===== config.mk =====
export PLATFORM = sky130hd
export DESIGN_NAME = esps_top
export DESIGN_NICKNAME = d
export VERILOG_FILES = /design/src/design/esps_buf2.v /design/src/design/esps_top.v
export VERILOG_INCLUDE_DIRS = /design/src /design/src/design
export SDC_FILE = /design/constraint.sdc
export NUM_CORES = 2
export LEC_CHECK = 0
export BUFFER_PORTS_ARGS = -buffer_cell sky130_fd_sc_hd__buf_2
export CAP_MARGIN = 15
export CORE_AREA = 10 10 521 523
export DETAILED_ROUTE_END_ITERATION = 10
export DIE_AREA = 0 0 531 533
export GPL_TIMING_DRIVEN = 0
export HOLD_SLACK_MARGIN = 0.03
export PLACE_DENSITY = 0.39
export SETUP_SLACK_MARGIN = 0.5
export SYNTH_ARGS = -nofsm -noshare
export SYNTH_HDL_FRONTEND = slang
export SYNTH_SLANG_ARGS = --single-unit

===== constraint.sdc =====
create_clock -name clk_in -period 4.2 [get_ports clk_in]
set_input_delay 0 -clock clk_in [delete_from_list [all_inputs] [get_ports clk_in]]
set_output_delay 0 -clock clk_in [all_outputs]
set_load 0.005 [all_outputs]

===== src/design/esps_defines.vh =====
`ifndef ESPS_DEFINES_VH
`define ESPS_DEFINES_VH
// Instruction slot count and general register count
`define ESPS_SLOTS 32
`define ESPS_GREGS 16
// Program image, slots 0..7; the remaining slots hold zero
`define ESPS_I0 16'h0400
`define ESPS_I1 16'h3180
`define ESPS_I2 16'h2680
`define ESPS_I3 16'h7170
`define ESPS_I4 16'h7122
`define ESPS_I5 16'h8020
`define ESPS_I6 16'h2530
`define ESPS_I7 16'hf000
// Opcode field, top nibble
`define ESPS_OP_MOVB_ST 4'h0
`define ESPS_OP_MOVW_ST 4'h2
`define ESPS_OP_MOVW_LD 4'h3
`define ESPS_OP_ALU 4'h7
`define ESPS_OP_BC 4'h8
`define ESPS_OP_FINISH 4'hf
// ALU sub-op in bits 3:0
`define ESPS_ALU_ADD 4'h0
`define ESPS_ALU_CMP 4'h2
// Pointer step and general register roles
`define ESPS_STEP 16'h0002
`define ESPS_G_ZERO 4'h0
`define ESPS_G_PTR 4'h1
`define ESPS_G_END 4'h2
`define ESPS_G_START 4'h3
`define ESPS_G_ITLS 4'h4
`define ESPS_G_PTRA 4'h5
`define ESPS_G_DUTY 4'h6
`define ESPS_G_TWO 4'h7
`define ESPS_G_DATA 4'h8
`define ESPS_G_ONES 4'hf
// Timing: clock 40 MHz
`define ESPS_CLK_HZ 40000000
`define ESPS_INTERVAL_MS 125
`define ESPS_PERIOD_MS 1
`define ESPS_INTERVAL_CYC ((`ESPS_CLK_HZ / 1000) * `ESPS_INTERVAL_MS)
`define ESPS_PERIOD_CYC ((`ESPS_CLK_HZ / 1000) * `ESPS_PERIOD_MS)
// Default duty step count
`define ESPS_DUTY_STEPS 32
`endif


===== src/design/esps_buf2.v =====
`timescale 1ns/1ps
`default_nettype none
// Two-entry skid buffer; input ready depends only on occupancy
module esps_buf2 #(
  parameter W = 16
) (
  input wire clk_in,
  input wire rst_n_in,
  input wire in_valid_in,
  output wire in_ready_out,
  input wire [W-1:0] in_data_in,
  output wire out_valid_out,
  input wire out_ready_in,
  output wire [W-1:0] out_data_out
);
  reg [W-1:0] mem_r [0:1];
  reg wp_r;
  reg rp_r;
  reg [1:0] cnt_r;
  wire push;
  wire pop;

  assign in_ready_out = (cnt_r != 2'd2);
  assign out_valid_out = (cnt_r != 2'd0);
  assign out_data_out = mem_r[rp_r];
  assign push = in_valid_in && in_ready_out;
  assign pop = out_valid_out && out_ready_in;

  // Pointers and occupancy
  always @(posedge clk_in or negedge rst_n_in) begin
    if (!rst_n_in) begin
      wp_r <= 1'b0;
      rp_r <= 1'b0;
      cnt_r <= 2'd0;
    end else begin
      if (push) wp_r <= ~wp_r;
      if (pop) rp_r <= ~rp_r;
      cnt_r <= cnt_r + {1'b0, push} - {1'b0, pop};
    end
  end

  // Storage has no reset; reads only happen when valid
  always @(posedge clk_in) begin
    if (push) mem_r[wp_r] <= in_data_in;
  end
endmodule
`default_nettype wire


===== src/design/esps_top.v =====
`include "esps_defines.vh"
`timescale 1ns/1ps
`default_nettype none
module esps_top #(
  parameter INTERVAL_CYC = `ESPS_INTERVAL_CYC,
  parameter PERIOD_CYC = `ESPS_PERIOD_CYC,
  parameter PRESCALE = 128,
  parameter STEPS = `ESPS_DUTY_STEPS,
  parameter TBL_AW = 6
) (
  // Clock and reset
  input wire clk_in,
  input wire rst_n_in,
  // Sequencer launch and table fill
  input wire start_in,
  input wire [15:0] tbl_start_in,
  input wire tbl_wr_in,
  input wire [15:0] tbl_addr_in,
  input wire [15:0] tbl_data_in,
  // Status and PWM channel
  output reg busy_out,
  output reg interval_flag_out,
  output reg [15:0] ptr_out,
  output reg [15:0] duty_out,
  output reg pwm_out
);
  // Addresses that the program stores to; they decode inside the block
  localparam [15:0] ST_ADDR = 16'hff00;
  localparam [15:0] PTRA_ADDR = 16'hff02;
  localparam [15:0] DUTY_ADDR = 16'hff04;
  // One-hot sequencer states
  localparam [5:0] S_IDLE = 6'h01;
  localparam [5:0] S_FETCH = 6'h02;
  localparam [5:0] S_EXEC = 6'h04;
  localparam [5:0] S_LOAD = 6'h08;
  localparam [5:0] S_WAIT = 6'h10;
  localparam [5:0] S_STOP = 6'h20;
  // Smallest prescale that lets a sixteen-bit count span the interval
  localparam integer PRE_DIV = INTERVAL_CYC / 65536 + 1;
  localparam integer ITV_TOP_I = (INTERVAL_CYC / PRE_DIV) - 1;
  localparam [15:0] ITV_TOP = ITV_TOP_I[15:0];

  // ----------------------------------------------------------------
  // Storage
  // ----------------------------------------------------------------
  // Program slots, general registers and the duty table
  reg [15:0] slot_r [0:`ESPS_SLOTS-1];
  reg [15:0] greg_r [0:`ESPS_GREGS-1];
  reg [15:0] tbl_r [0:(1<<TBL_AW)-1];
  // Sequencer state
  reg [5:0] state_r;
  reg [4:0] pc_r;
  reg [15:0] ir_r;
  reg carry_r;
  // Interval and period counters
  reg [31:0] pre_r;
  reg [15:0] itv_r;
  reg [31:0] pwm_cnt_r;
  // Load holding register and slave compare stage
  reg [15:0] ld_r;
  reg slave_r;
  integer i;

  // Duty word handshake into the buffer
  wire duty_valid;
  wire duty_ready;
  wire [15:0] duty_data;
  reg duty_push;
  reg [15:0] duty_word;

  // ----------------------------------------------------------------
  // Program image and address helpers
  // ----------------------------------------------------------------
  // Program image decode; slots 8..31 are zero
  function [15:0] esps_rom;
    input [4:0] idx;
    begin
      case (idx)
        5'd0: esps_rom = `ESPS_I0;
        5'd1: esps_rom = `ESPS_I1;
        5'd2: esps_rom = `ESPS_I2;
        5'd3: esps_rom = `ESPS_I3;
        5'd4: esps_rom = `ESPS_I4;
        5'd5: esps_rom = `ESPS_I5;
        5'd6: esps_rom = `ESPS_I6;
        5'd7: esps_rom = `ESPS_I7;
        default: esps_rom = 16'h0000;
      endcase
    end
  endfunction

  // Table word address from a byte pointer
  function [TBL_AW-1:0] esps_widx;
    input [15:0] a;
    begin
      esps_widx = a[TBL_AW:1];
    end
  endfunction

  // ----------------------------------------------------------------
  // Instruction fields
  // ----------------------------------------------------------------
  // Opcode on top, then address or first register, then data or second
  // register; the low nibble picks the arithmetic operation or is unused
  wire [3:0] op = ir_r[15:12];
  wire [3:0] fa = ir_r[11:8];
  wire [3:0] fb = ir_r[7:4];
  wire [3:0] fs = ir_r[3:0];
  wire [15:0] va = greg_r[fa];
  wire [15:0] vb = greg_r[fb];
  wire [16:0] sum = {1'b0, va} + {1'b0, vb};

  // ----------------------------------------------------------------
  // Duty table RAM
  // ----------------------------------------------------------------
  // Filled from outside at any time; no reset, so a write is one port
  always @(posedge clk_in) begin
    if (tbl_wr_in) tbl_r[esps_widx(tbl_addr_in)] <= tbl_data_in;
  end

  // ----------------------------------------------------------------
  // Interval timer: prescaled 16-bit counter
  // ----------------------------------------------------------------
  // Prescaler fitted so the sixteen-bit counter covers the interval
  always @(posedge clk_in or negedge rst_n_in) begin
    if (!rst_n_in) begin
      pre_r <= 32'h0000_0000;
      itv_r <= 16'h0000;
    end else if (pre_r == PRE_DIV - 1) begin
      pre_r <= 32'h0000_0000;
      if (itv_r == ITV_TOP) itv_r <= 16'h0000;
      else itv_r <= itv_r + 16'h0001;
    end else begin
      pre_r <= pre_r + 32'h0000_0001;
    end
  end
  // One cycle wide expiry strobe
  wire itv_hit = (pre_r == PRE_DIV - 1) && (itv_r == ITV_TOP);

  // ----------------------------------------------------------------
  // Sequencer
  // ----------------------------------------------------------------
  // Status clear from the program loses to a new expiry
  always @(posedge clk_in or negedge rst_n_in) begin
    if (!rst_n_in) begin
      state_r <= S_IDLE;
      pc_r <= 5'd0;
      ir_r <= 16'h0000;
      carry_r <= 1'b0;
      busy_out <= 1'b0;
      interval_flag_out <= 1'b0;
      ld_r <= 16'h0000;
      for (i = 0; i < `ESPS_SLOTS; i = i + 1) slot_r[i] <= 16'h0000;
      for (i = 0; i < `ESPS_GREGS; i = i + 1) greg_r[i] <= 16'h0000;
    end else begin
      if (itv_hit) interval_flag_out <= 1'b1;
      case (state_r)
        // Idle until software launches the sequencer
        S_IDLE: begin
          busy_out <= 1'b0;
          if (start_in) begin
            // Load the program and the pointer roles
            for (i = 0; i < `ESPS_SLOTS; i = i + 1) slot_r[i] <= esps_rom(i[4:0]);
            greg_r[`ESPS_G_ZERO] <= 16'h0000;
            greg_r[`ESPS_G_PTR] <= tbl_start_in;
            greg_r[`ESPS_G_END] <= tbl_start_in + {STEPS[14:0], 1'b0};
            greg_r[`ESPS_G_START] <= tbl_start_in;
            greg_r[`ESPS_G_ITLS] <= ST_ADDR;
            greg_r[`ESPS_G_PTRA] <= PTRA_ADDR;
            greg_r[`ESPS_G_DUTY] <= DUTY_ADDR;
            greg_r[`ESPS_G_TWO] <= `ESPS_STEP;
            greg_r[`ESPS_G_ONES] <= 16'hffff;
            state_r <= S_STOP;
          end
        end
        S_STOP: begin
          // Standby; each expiry launches one pass from slot zero
          if (itv_hit || interval_flag_out) begin
            pc_r <= 5'd0;
            busy_out <= 1'b1;
            state_r <= S_FETCH;
          end
        end
        // Fetch one slot and step the slot counter
        S_FETCH: begin
          ir_r <= slot_r[pc_r];
          pc_r <= pc_r + 5'd1;
          state_r <= S_EXEC;
        end
        // Execute; all but a load or a duty store take one cycle
        S_EXEC: begin
          state_r <= S_FETCH;
          case (op)
            `ESPS_OP_MOVB_ST: begin
              // Byte store; only the interval status address is decoded
              if (va == ST_ADDR && !itv_hit) interval_flag_out <= vb[0];
            end
            `ESPS_OP_MOVW_LD: begin
              // Word load through the pointer register
              ld_r <= tbl_r[esps_widx(va)];
              state_r <= S_LOAD;
            end
            `ESPS_OP_MOVW_ST: begin
              // Word store to the duty register or to the pointer register
              if (va == DUTY_ADDR) state_r <= S_WAIT;
              else if (va == PTRA_ADDR) greg_r[`ESPS_G_PTR] <= vb;
            end
            `ESPS_OP_ALU: begin
              // Add writes back; compare only sets the borrow for the branch
              if (fs == `ESPS_ALU_ADD) greg_r[fa] <= sum[15:0];
              else if (fs == `ESPS_ALU_CMP) carry_r <= (va < vb);
            end
            `ESPS_OP_BC: begin
              // Offset counts from the branch slot; pc_r already points past it
              if (carry_r) pc_r <= pc_r + {1'b0, ir_r[7:4]} - 5'd1;
            end
            `ESPS_OP_FINISH: begin
              // Every general register is kept for the next pass
              busy_out <= 1'b0;
              state_r <= S_STOP;
            end
            default: state_r <= S_FETCH;
          endcase
        end
        // Load result lands in the named register a cycle later
        S_LOAD: begin
          greg_r[fb] <= ld_r;
          state_r <= S_FETCH;
        end
        S_WAIT: begin
          // Stall until the buffer accepts the duty word
          if (duty_ready) state_r <= S_FETCH;
        end
        default: state_r <= S_IDLE;
      endcase
    end
  end

  // Duty store offers its data register to the buffer while waiting
  always @* begin
    duty_push = (state_r == S_WAIT);
    duty_word = vb;
  end

  // ----------------------------------------------------------------
  // Duty path buffer to the slave channel
  // ----------------------------------------------------------------
  // Slave channel takes a new word only as the master period ends
  wire duty_take = (pwm_cnt_r == PERIOD_CYC - 1);
  esps_buf2 #(.W(16)) u_esps_buf2 (
    .clk_in(clk_in),
    .rst_n_in(rst_n_in),
    .in_valid_in(duty_push),
    .in_ready_out(duty_ready),
    .in_data_in(duty_word),
    .out_valid_out(duty_valid),
    .out_ready_in(duty_take),
    .out_data_out(duty_data)
  );

  // ----------------------------------------------------------------
  // PWM master period and slave duty
  // ----------------------------------------------------------------
  // Duty changes only at period end so no pulse is torn
  always @(posedge clk_in or negedge rst_n_in) begin
    if (!rst_n_in) begin
      pwm_cnt_r <= 32'h0000_0000;
      duty_out <= 16'h0000;
      pwm_out <= 1'b0;
      ptr_out <= 16'h0000;
      slave_r <= 1'b0;
    end else begin
      // Pointer shown one cycle late for status
      ptr_out <= greg_r[`ESPS_G_PTR];
      if (duty_take) begin
        pwm_cnt_r <= 32'h0000_0000;
        if (duty_valid) duty_out <= duty_data;
      end else begin
        pwm_cnt_r <= pwm_cnt_r + 32'h0000_0001;
      end
      // Registered compare; the extra stage keeps the pin free of glitches
      slave_r <= (pwm_cnt_r < {16'h0000, duty_out} * PRESCALE / 4);
      pwm_out <= slave_r;
    end
  end
endmodule
`default_nettype wire


# Word level (Yosys, flattened, before mapping)
# Memory sizes are Yosys's and may differ from the RTL's. A register that Yosys moved wholly into a read port is not among the register bits.
# Index checks and enable logic that the tools add are counted.
# totals
ramBits	1056
out_inout_bits	35
mem_count	2
romBits	0
latch_bits	0
register_bits	394
# classes
order_cmp	7
multipliers	0
n_bitwise	6
div	0
reduce_logical	27
eq_ne	31
muxes	50
add_sub_neg	10
shift	0
# mem_list
name	depth	word_bits	read_ports	rd_clocked_by_memory_dff	wr	line_no	rtl
tbl_r	64	16	1	1	1	esps_top.v:49	reg [15:0] tbl_r [0:(1<<TBL_AW)-1];
u_esps_buf2.mem_r	2	16	1	1	1	esps_buf2.v:16	reg [W-1:0] mem_r [0:1];
# ops
operator	n
bitwise mux 256 bit	2
one-hot mux 128 bit (3 select lines)	1
two-way mux 256 bit	1
two-way mux 224 bit	1
one-hot mux 112 bit (2 select lines)	1
two-way mux 16 bit	13
binary-select mux 16 bit (select 4 bit)	2
demux 16 bit (select 4 bit)	2
two-way mux 128 bit	1
binary-select mux 16 bit (select 5 bit)	1
adder 32 x 1 -> 32 bit, second input constant	2
== test 16 bit, second input constant	4
two-way mux 32 bit	2
one-hot mux 16 bit (3 select lines)	1
one-hot mux 6 bit (6 select lines)	1
== test 32 x 16 -> 1 bit, second input constant	1
== test 32 x 7 -> 1 bit, second input constant	1
< comparator 32 x 21 -> 1 bit	1
one-hot mux 16 bit (2 select lines)	1
two-way mux 5 bit	4
two-way mux 6 bit	3
one-hot mux 6 bit (3 select lines)	1
adder 16 x 1 -> 16 bit, second input constant	1
adder 16 bit	1
other kinds (39)	82

# Logic depth before layout (Yosys ltp)
# depth
word_depth	9
depth_mapped	23
depth_no_buf	15

# Hierarchy
# From an unflattened synthesis, not the netlist that was laid out.
# unflattened
hier_cells	5305
hier_area_um2	65590.4
# modules_own_cells
module	cells_each	area_each_um2	instances	seq_area_each_um2
esps_top	5238	64227.8	1	41085.7
esps_buf2	67	1362.6	1	1061.0

# Worst setup path before layout
# OpenSTA, ideal clock, no wires.
# synth_timing
path_kind	reg2reg
start	register ir_r[4]
end	register greg_r[158] (netlist name)
path_stages_with_launch	17
arrival_time_ns	4.460
setup_ns	0.132
path_slack_ns	-0.391
path_cell_list	dfrtp_1 buf_2 buf_2 buf_1 mux4_2 mux4_2 inv_1 ha_1 o21bai_1 a21o_1 a21oi_1 o311ai_0 a41oi_1 xor2_1 a221oi_1 nand2_1 o2bb2ai_1
# synth_between
elab_chain_len	9
word_cells_on_any_way	15
# synth_lines
element	line_no	rtl
from (decl)	esps_top.v:53	reg [15:0] ir_r;
from (signal assigned)	esps_top.v:186	ir_r <= slot_r[pc_r];
NOT 4 -> 5 bit (not written as such)	esps_top.v:110	wire [15:0] vb = greg_r[fb];
binary-select mux 16 bit (select 4 bit)	esps_top.v:110	
two-way mux 16 bit (not written as such) (2 in a row)	esps_top.v:110	
via duty_word[2]	esps_top.v:69	reg [15:0] duty_word;
adder 16 bit	esps_top.v:111	wire [16:0] sum = {1'b0, va} + {1'b0, vb};
bitwise mux 256 bit	esps_top.v:210	if (fs == `ESPS_ALU_ADD) greg_r[fa] <= sum[15:0];
two-way mux 256 bit	esps_top.v:210	
two-way mux 224 bit	esps_top.v:193	case (op)
one-hot mux 128 bit (3 select lines)	esps_top.v:157	case (state_r)
to (signal, indexed assignment)	esps_top.v:165	greg_r[`ESPS_G_PTR] <= tbl_start_in;
to (signal, indexed assignment)	esps_top.v:166	greg_r[`ESPS_G_END] <= tbl_start_in + {STEPS[14:0], 1'b0};
to (signal, indexed assignment)	esps_top.v:210	
to (decl)	esps_top.v:48	reg [15:0] greg_r [0:`ESPS_GREGS-1];
# The timed path passes the listed nets, and every way through them passes these cells. The select of a mux whose other input is x is not followed.
# A chain may end at the register's enable or synchronous reset.

# Worst setup path in the final report
# layout_timing
start	register ir_r[10]
end	register greg_r[156] (netlist name)
# layout_between
elab_chain_len	9
word_cells_on_any_way	14
# layout_lines
element	line_no	rtl
NOT 4 -> 5 bit (not written as such) *	esps_top.v:109, esps_top.v:210	
binary-select mux 16 bit (select 4 bit), or another cell as far along	esps_top.v:109	wire [15:0] va = greg_r[fa];
two-way mux 16 bit (not written as such) or logical AND 1 bit (tied branches)	esps_top.v:109, esps_top.v:210	
two-way mux 16 bit, on equally long branches	esps_top.v:109, esps_top.v:210	
adder 16 bit or demux 16 bit (select 4 bit) (tied branches)	esps_top.v:111, esps_top.v:210	
bitwise mux 256 bit *	esps_top.v:210	
two-way mux 256 bit *	esps_top.v:210	
two-way mux 224 bit *	esps_top.v:193	
one-hot mux 128 bit (3 select lines) *	esps_top.v:157	
# Every way passes the cells marked *; elsewhere a longest branch is shown, timed or not. The select of a mux whose other input is x is not followed.

==> flow_summary.yaml <==
floorplanning:
  die_h_um: 533
  die_w_um: 531
  num_rows: 188
  dieArea_sq_um: 283000
  initial_core_util_pct: 24.9
  ios: 87
  coreArea_sq_um: 261000
setup_path:
  worst-path-buf-inv: 7
  slowest_stage: "dfrtp_1"
  cp_cell_sequence: "buf_6, buf_12, buf_12, mux2i_4, a2bb2oi_4, nand3_4, clkbuf_16, clkbuf_16, clkbuf_16, fa_2, o21bai_1, a21o_1, a21oi_4, o311ai_4, buf_12, a31oi_4, xnor2_4, a221oi_4, nand2_1, o2bb2ai_2"
  path_max_fanout: 7
  path_delay_family: "compound AO/OA/AOI/OAI gates"
  critPathLaunch: "ir_r[10]$_DFFE_PN0P_"
  slowest_delay_ns: 0.38
  cp-end-kind: "flip-flop"
  r2r_end: "greg_r[156]$_DFFE_PN0P_"
  worst-r2r-setup-slack_ns: -0.20
  r2r_start: "ir_r[10]$_DFFE_PN0P_"
  critical_path_depth: 20
  arrival_ns: 5.07
  crit_type: "reg2reg"
  setup.worst_path.end: "greg_r[156]$_DFFE_PN0P_"
  crit_required_ns: 4.87
  startpoint_type: "flip-flop"
  reg2regPathDepth: 20
global_routing:
  grt_pass1_vias: 43200
  met1_usage_pct: 22.0
  grt_pass1_wl_mm: 337
  grt_busiest_layer: "met2"
  grtUsageMet2_pct: 27.1
  gr-total-overflow: 0
  grt_usage_pct: 16.3
  grt_util_met3_pct: 2.34
  grt_max_degree: 107
  antenna_found_initial: 9
timing:
  drv_slew: 0
  final.period_utilization_pct: 105
  setup_viol: 36
  worst_slack_ns: -0.202
  setup_tns_ns: -2.69
  skew_ns: 0.0728
  hold_viol: 0
  max_clock_freq_ghz: 0.227
  worst-slew-pin-transition_ns: 1.21
  hold_ws_ns: 0.118
  rsz0062_at_grt: "true"
  fin_crit_ns: 4.40
  slew_headroom_pct: 19.1
cts:
  cts_inserted_buffers: 177
  clk_pin_slew_worst_paths_ns: 0.06
  cts_max_level: 4
  clkSinkCount: 1473
  clk_latency_ns: 0.88
  cts_root_buf: "clkbuf_16"
  cts_buffer_depth: 4
  cts_tree: "done"
final_layout:
  fin_nets: 5362
  fillers: 26000
  final_util_pct: 31.4
  syn2layout_area_growth_pct: 26.4
  drive_above_1_share_pct: 28.1
  regArea_sq_um: 42100
  multi_input_area_sq_um: 23800
logic_synthesis:
  seq_area_frac_synth_pct: 64.9
  synth_edf_count: 1056
  yosys_warnings: 0
  syn_inst: 4716
  synth.avg_cell_area_sq_um: 13.8
  synthFlopType: "edfxtp_1"
  ys_ff_latch: 1473
  syn-cell-area_sq_um: 64900
  synth.net_count: 4832
  yosys.cell_types.count: 84
  synth-async-reset-ratio_pct: 28.3
run:
  drv_cap: 0
pwr:
  p_leak_nw: 29.0
  vdd_ir_drop_max_v: 0.000359
  power.density_nw_per_um2: 664
routing:
  wirelength_mm: 238
  vias: 43000
  viasPerCell: 4.89
  dr.pass1.iters: 6
  ant_nets: 0
  drcViolationCount: 0
  routedWlPerCell_um: 27.1
  drt_iter0_drc: 3701
status:
  status: "complete, but fails checks"
  violations: "negative setup slack"
place:
  post-dp-hpwl_mm: 168
  port_buffers: 69
  place_congestion: 0.890
worst_hold_path:
  hold_path_class: "in2reg"
worst min-delay path: cells and delay by family:
| family | cells | cell delay (ns) |
|---|---|---|
| buf+inv | 1 | 0.24 |
| simple gates | 2 | 0.57 |
metal layers:
metal,routed length [um],share of wire [%]
met1,105000,44
met2,114000,48
met3,11700,4.9
met4,7440,3.1
met5,0,0
flip-flops by register name, indices dropped and copies added (netlist names), 2 cells and up:
name               flops
tbl_r               1024
pc_r                   5
pwm_cnt_r             32
u_esps_buf2.cnt_r      2
u_esps_buf2.mem_r     32
ptr_out               16
ir_r                  12
greg_r               256
ld_r                  16
itv_r                 16
state_r                6
pre_r                 32
duty_out              16
kinds of logic (layout without fill, tap and decap cells):
| logic type | count (synthesis) | in the layout | synth area share (%) |
|---|---|---|---|
| AOI/OAI and AO/OA | 864 | 864 | 8.91 |
| muxes | 540 | 540 | 12.3 |
| and+or+nand+nor | 1276 | 1276 | 8.62 |
| DFF | 1473 | 1473 | 64.9 |
| adders and majority gates | 64 | 64 | 1.26 |
| xor gates and xnor gates | 98 | 98 | 1.32 |
| other | 0 | 2 | 0 |
| buffers and inverters | 401 | 1059 | 2.64 |
worst min-delay path by stage:
stage	start	to	slack [ns]	cells past startpoint
2_1_floorplan	rst_n_in	busy_out$_DFFE_PN0P_	-0.30	0
3_3_place_gp	start_in	slot_r[506]$_DFFE_PN0P_	0.28	2
3_5_place_dp	rst_n_in	itv_r[2]$_DFFE_PN0N_	-0.1	1
4_1_cts	tbl_wr_in	tbl_r[60][5]$_DFFE_PP_	0.05	3
5_1_grt	tbl_wr_in	tbl_r[61][5]$_DFFE_PP_	0.13	3
6_report	tbl_wr_in	tbl_r[61][5]$_DFFE_PP_	0.12	3
power by group:
group	switching, mW	internal (mW)	leakage (nW)
logic	14.1	8.73	11.3
registers	0.604	16.2	15.0
clock network	6.20	8.68	2.68
total	20.9	33.6	29.0
per-stage QoR:
step / power (mW) / area, sq um / instances / setup WS, ns
3_5_place_dp: 34.5 / 71500 / 8290 / -2.16
4_1_cts: 53.3 / 80500 / 8749 / -0.126
2_1_floorplan: 26.9 / 65300 / 4716 / 0.464
5_1_grt: 56.7 / 82000 / 8796 / -0.284
6_report: 54.5 / 82000 / 8796 / -0.202
3_3_place_gp: 34.4 / 69900 / 8205 / -6.97
final cells by class:
type / count / area share (%)
antenna: 2 / 0.00610
buffer: 308 / 2.73
clock buffer: 237 / 5.92
clock inverter: 70 / 0.727
inverter: 93 / 0.473
multi-input combinational: 2842 / 29.0
sequential: 1473 / 51.4
tap: 3420 / 5.22
timing repair buffer: 351 / 4.55
synth_stat cells (11+ instances only):
library cell  count  share of area (%)
o221a_2          31               0.54
o21ai_0         218                1.7
xor2_1           38               0.51
clkbuf_1        182                1.1
a221oi_1         45               0.61
nand2b_1         14               0.13
a21oi_1         190                1.5
a32oi_1          16               0.22
o211ai_1         22               0.25
buf_1            27               0.16
buf_4            24               0.28
o2bb2ai_1        33               0.45
nor4_1           13               0.13
o221ai_1         17               0.23
inv_1            90               0.52
mux2i_1         201                3.1
mux4_2          192                6.7
a21o_1           11               0.13
buf_2            69               0.53
a211oi_1         18               0.21
o31ai_1          23               0.27
xnor2_1          60               0.81
a31oi_1          50               0.48
and3_1           37               0.36
mux2_2          144                2.5
nor2b_1          32               0.31
nand4_1          16               0.15
ha_1             62                1.2
nand3_1         204                1.6
nor3_1           42               0.32
a22oi_1          75               0.87
edfxtp_1       1056                 49
a22o_1           25               0.34
dfrtp_1         416                 16
o22ai_1          16               0.15
nor2_1          190                1.1
nand2_1         671                3.9
layout by cell type (no fill, tap or decap), types with 75 or more instances in the layout:
| cell | instances |
|---|---|
| mux2_2 | 141 |
| mux4_2 | 192 |
| nand3_1 | 199 |
| o21ai_0 | 147 |
| buf_2 | 99 |
| nor2_1 | 127 |
| inv_1 | 80 |
| mux2i_1 | 187 |
| buf_6 | 75 |
| clkbuf_16 | 184 |
| a21oi_1 | 158 |
| edfxtp_1 | 1056 |
| nand2_1 | 650 |
| buf_4 | 140 |
| clkbuf_1 | 173 |
| dfrtp_1 | 415 |
what timing repair did:
action / in CTS / in global routing
resized for setup: 487 / 294
cloned: 4 / 0
buffers inserted: 106 / 44
endpoints found under the hold margin: 1527 / 0
endpoints found under the setup margin: 175 / 162
hold buffers: 42 / 0
pin swaps: 82 / 109
Note: power is estimated with default switching activity, not from simulation.
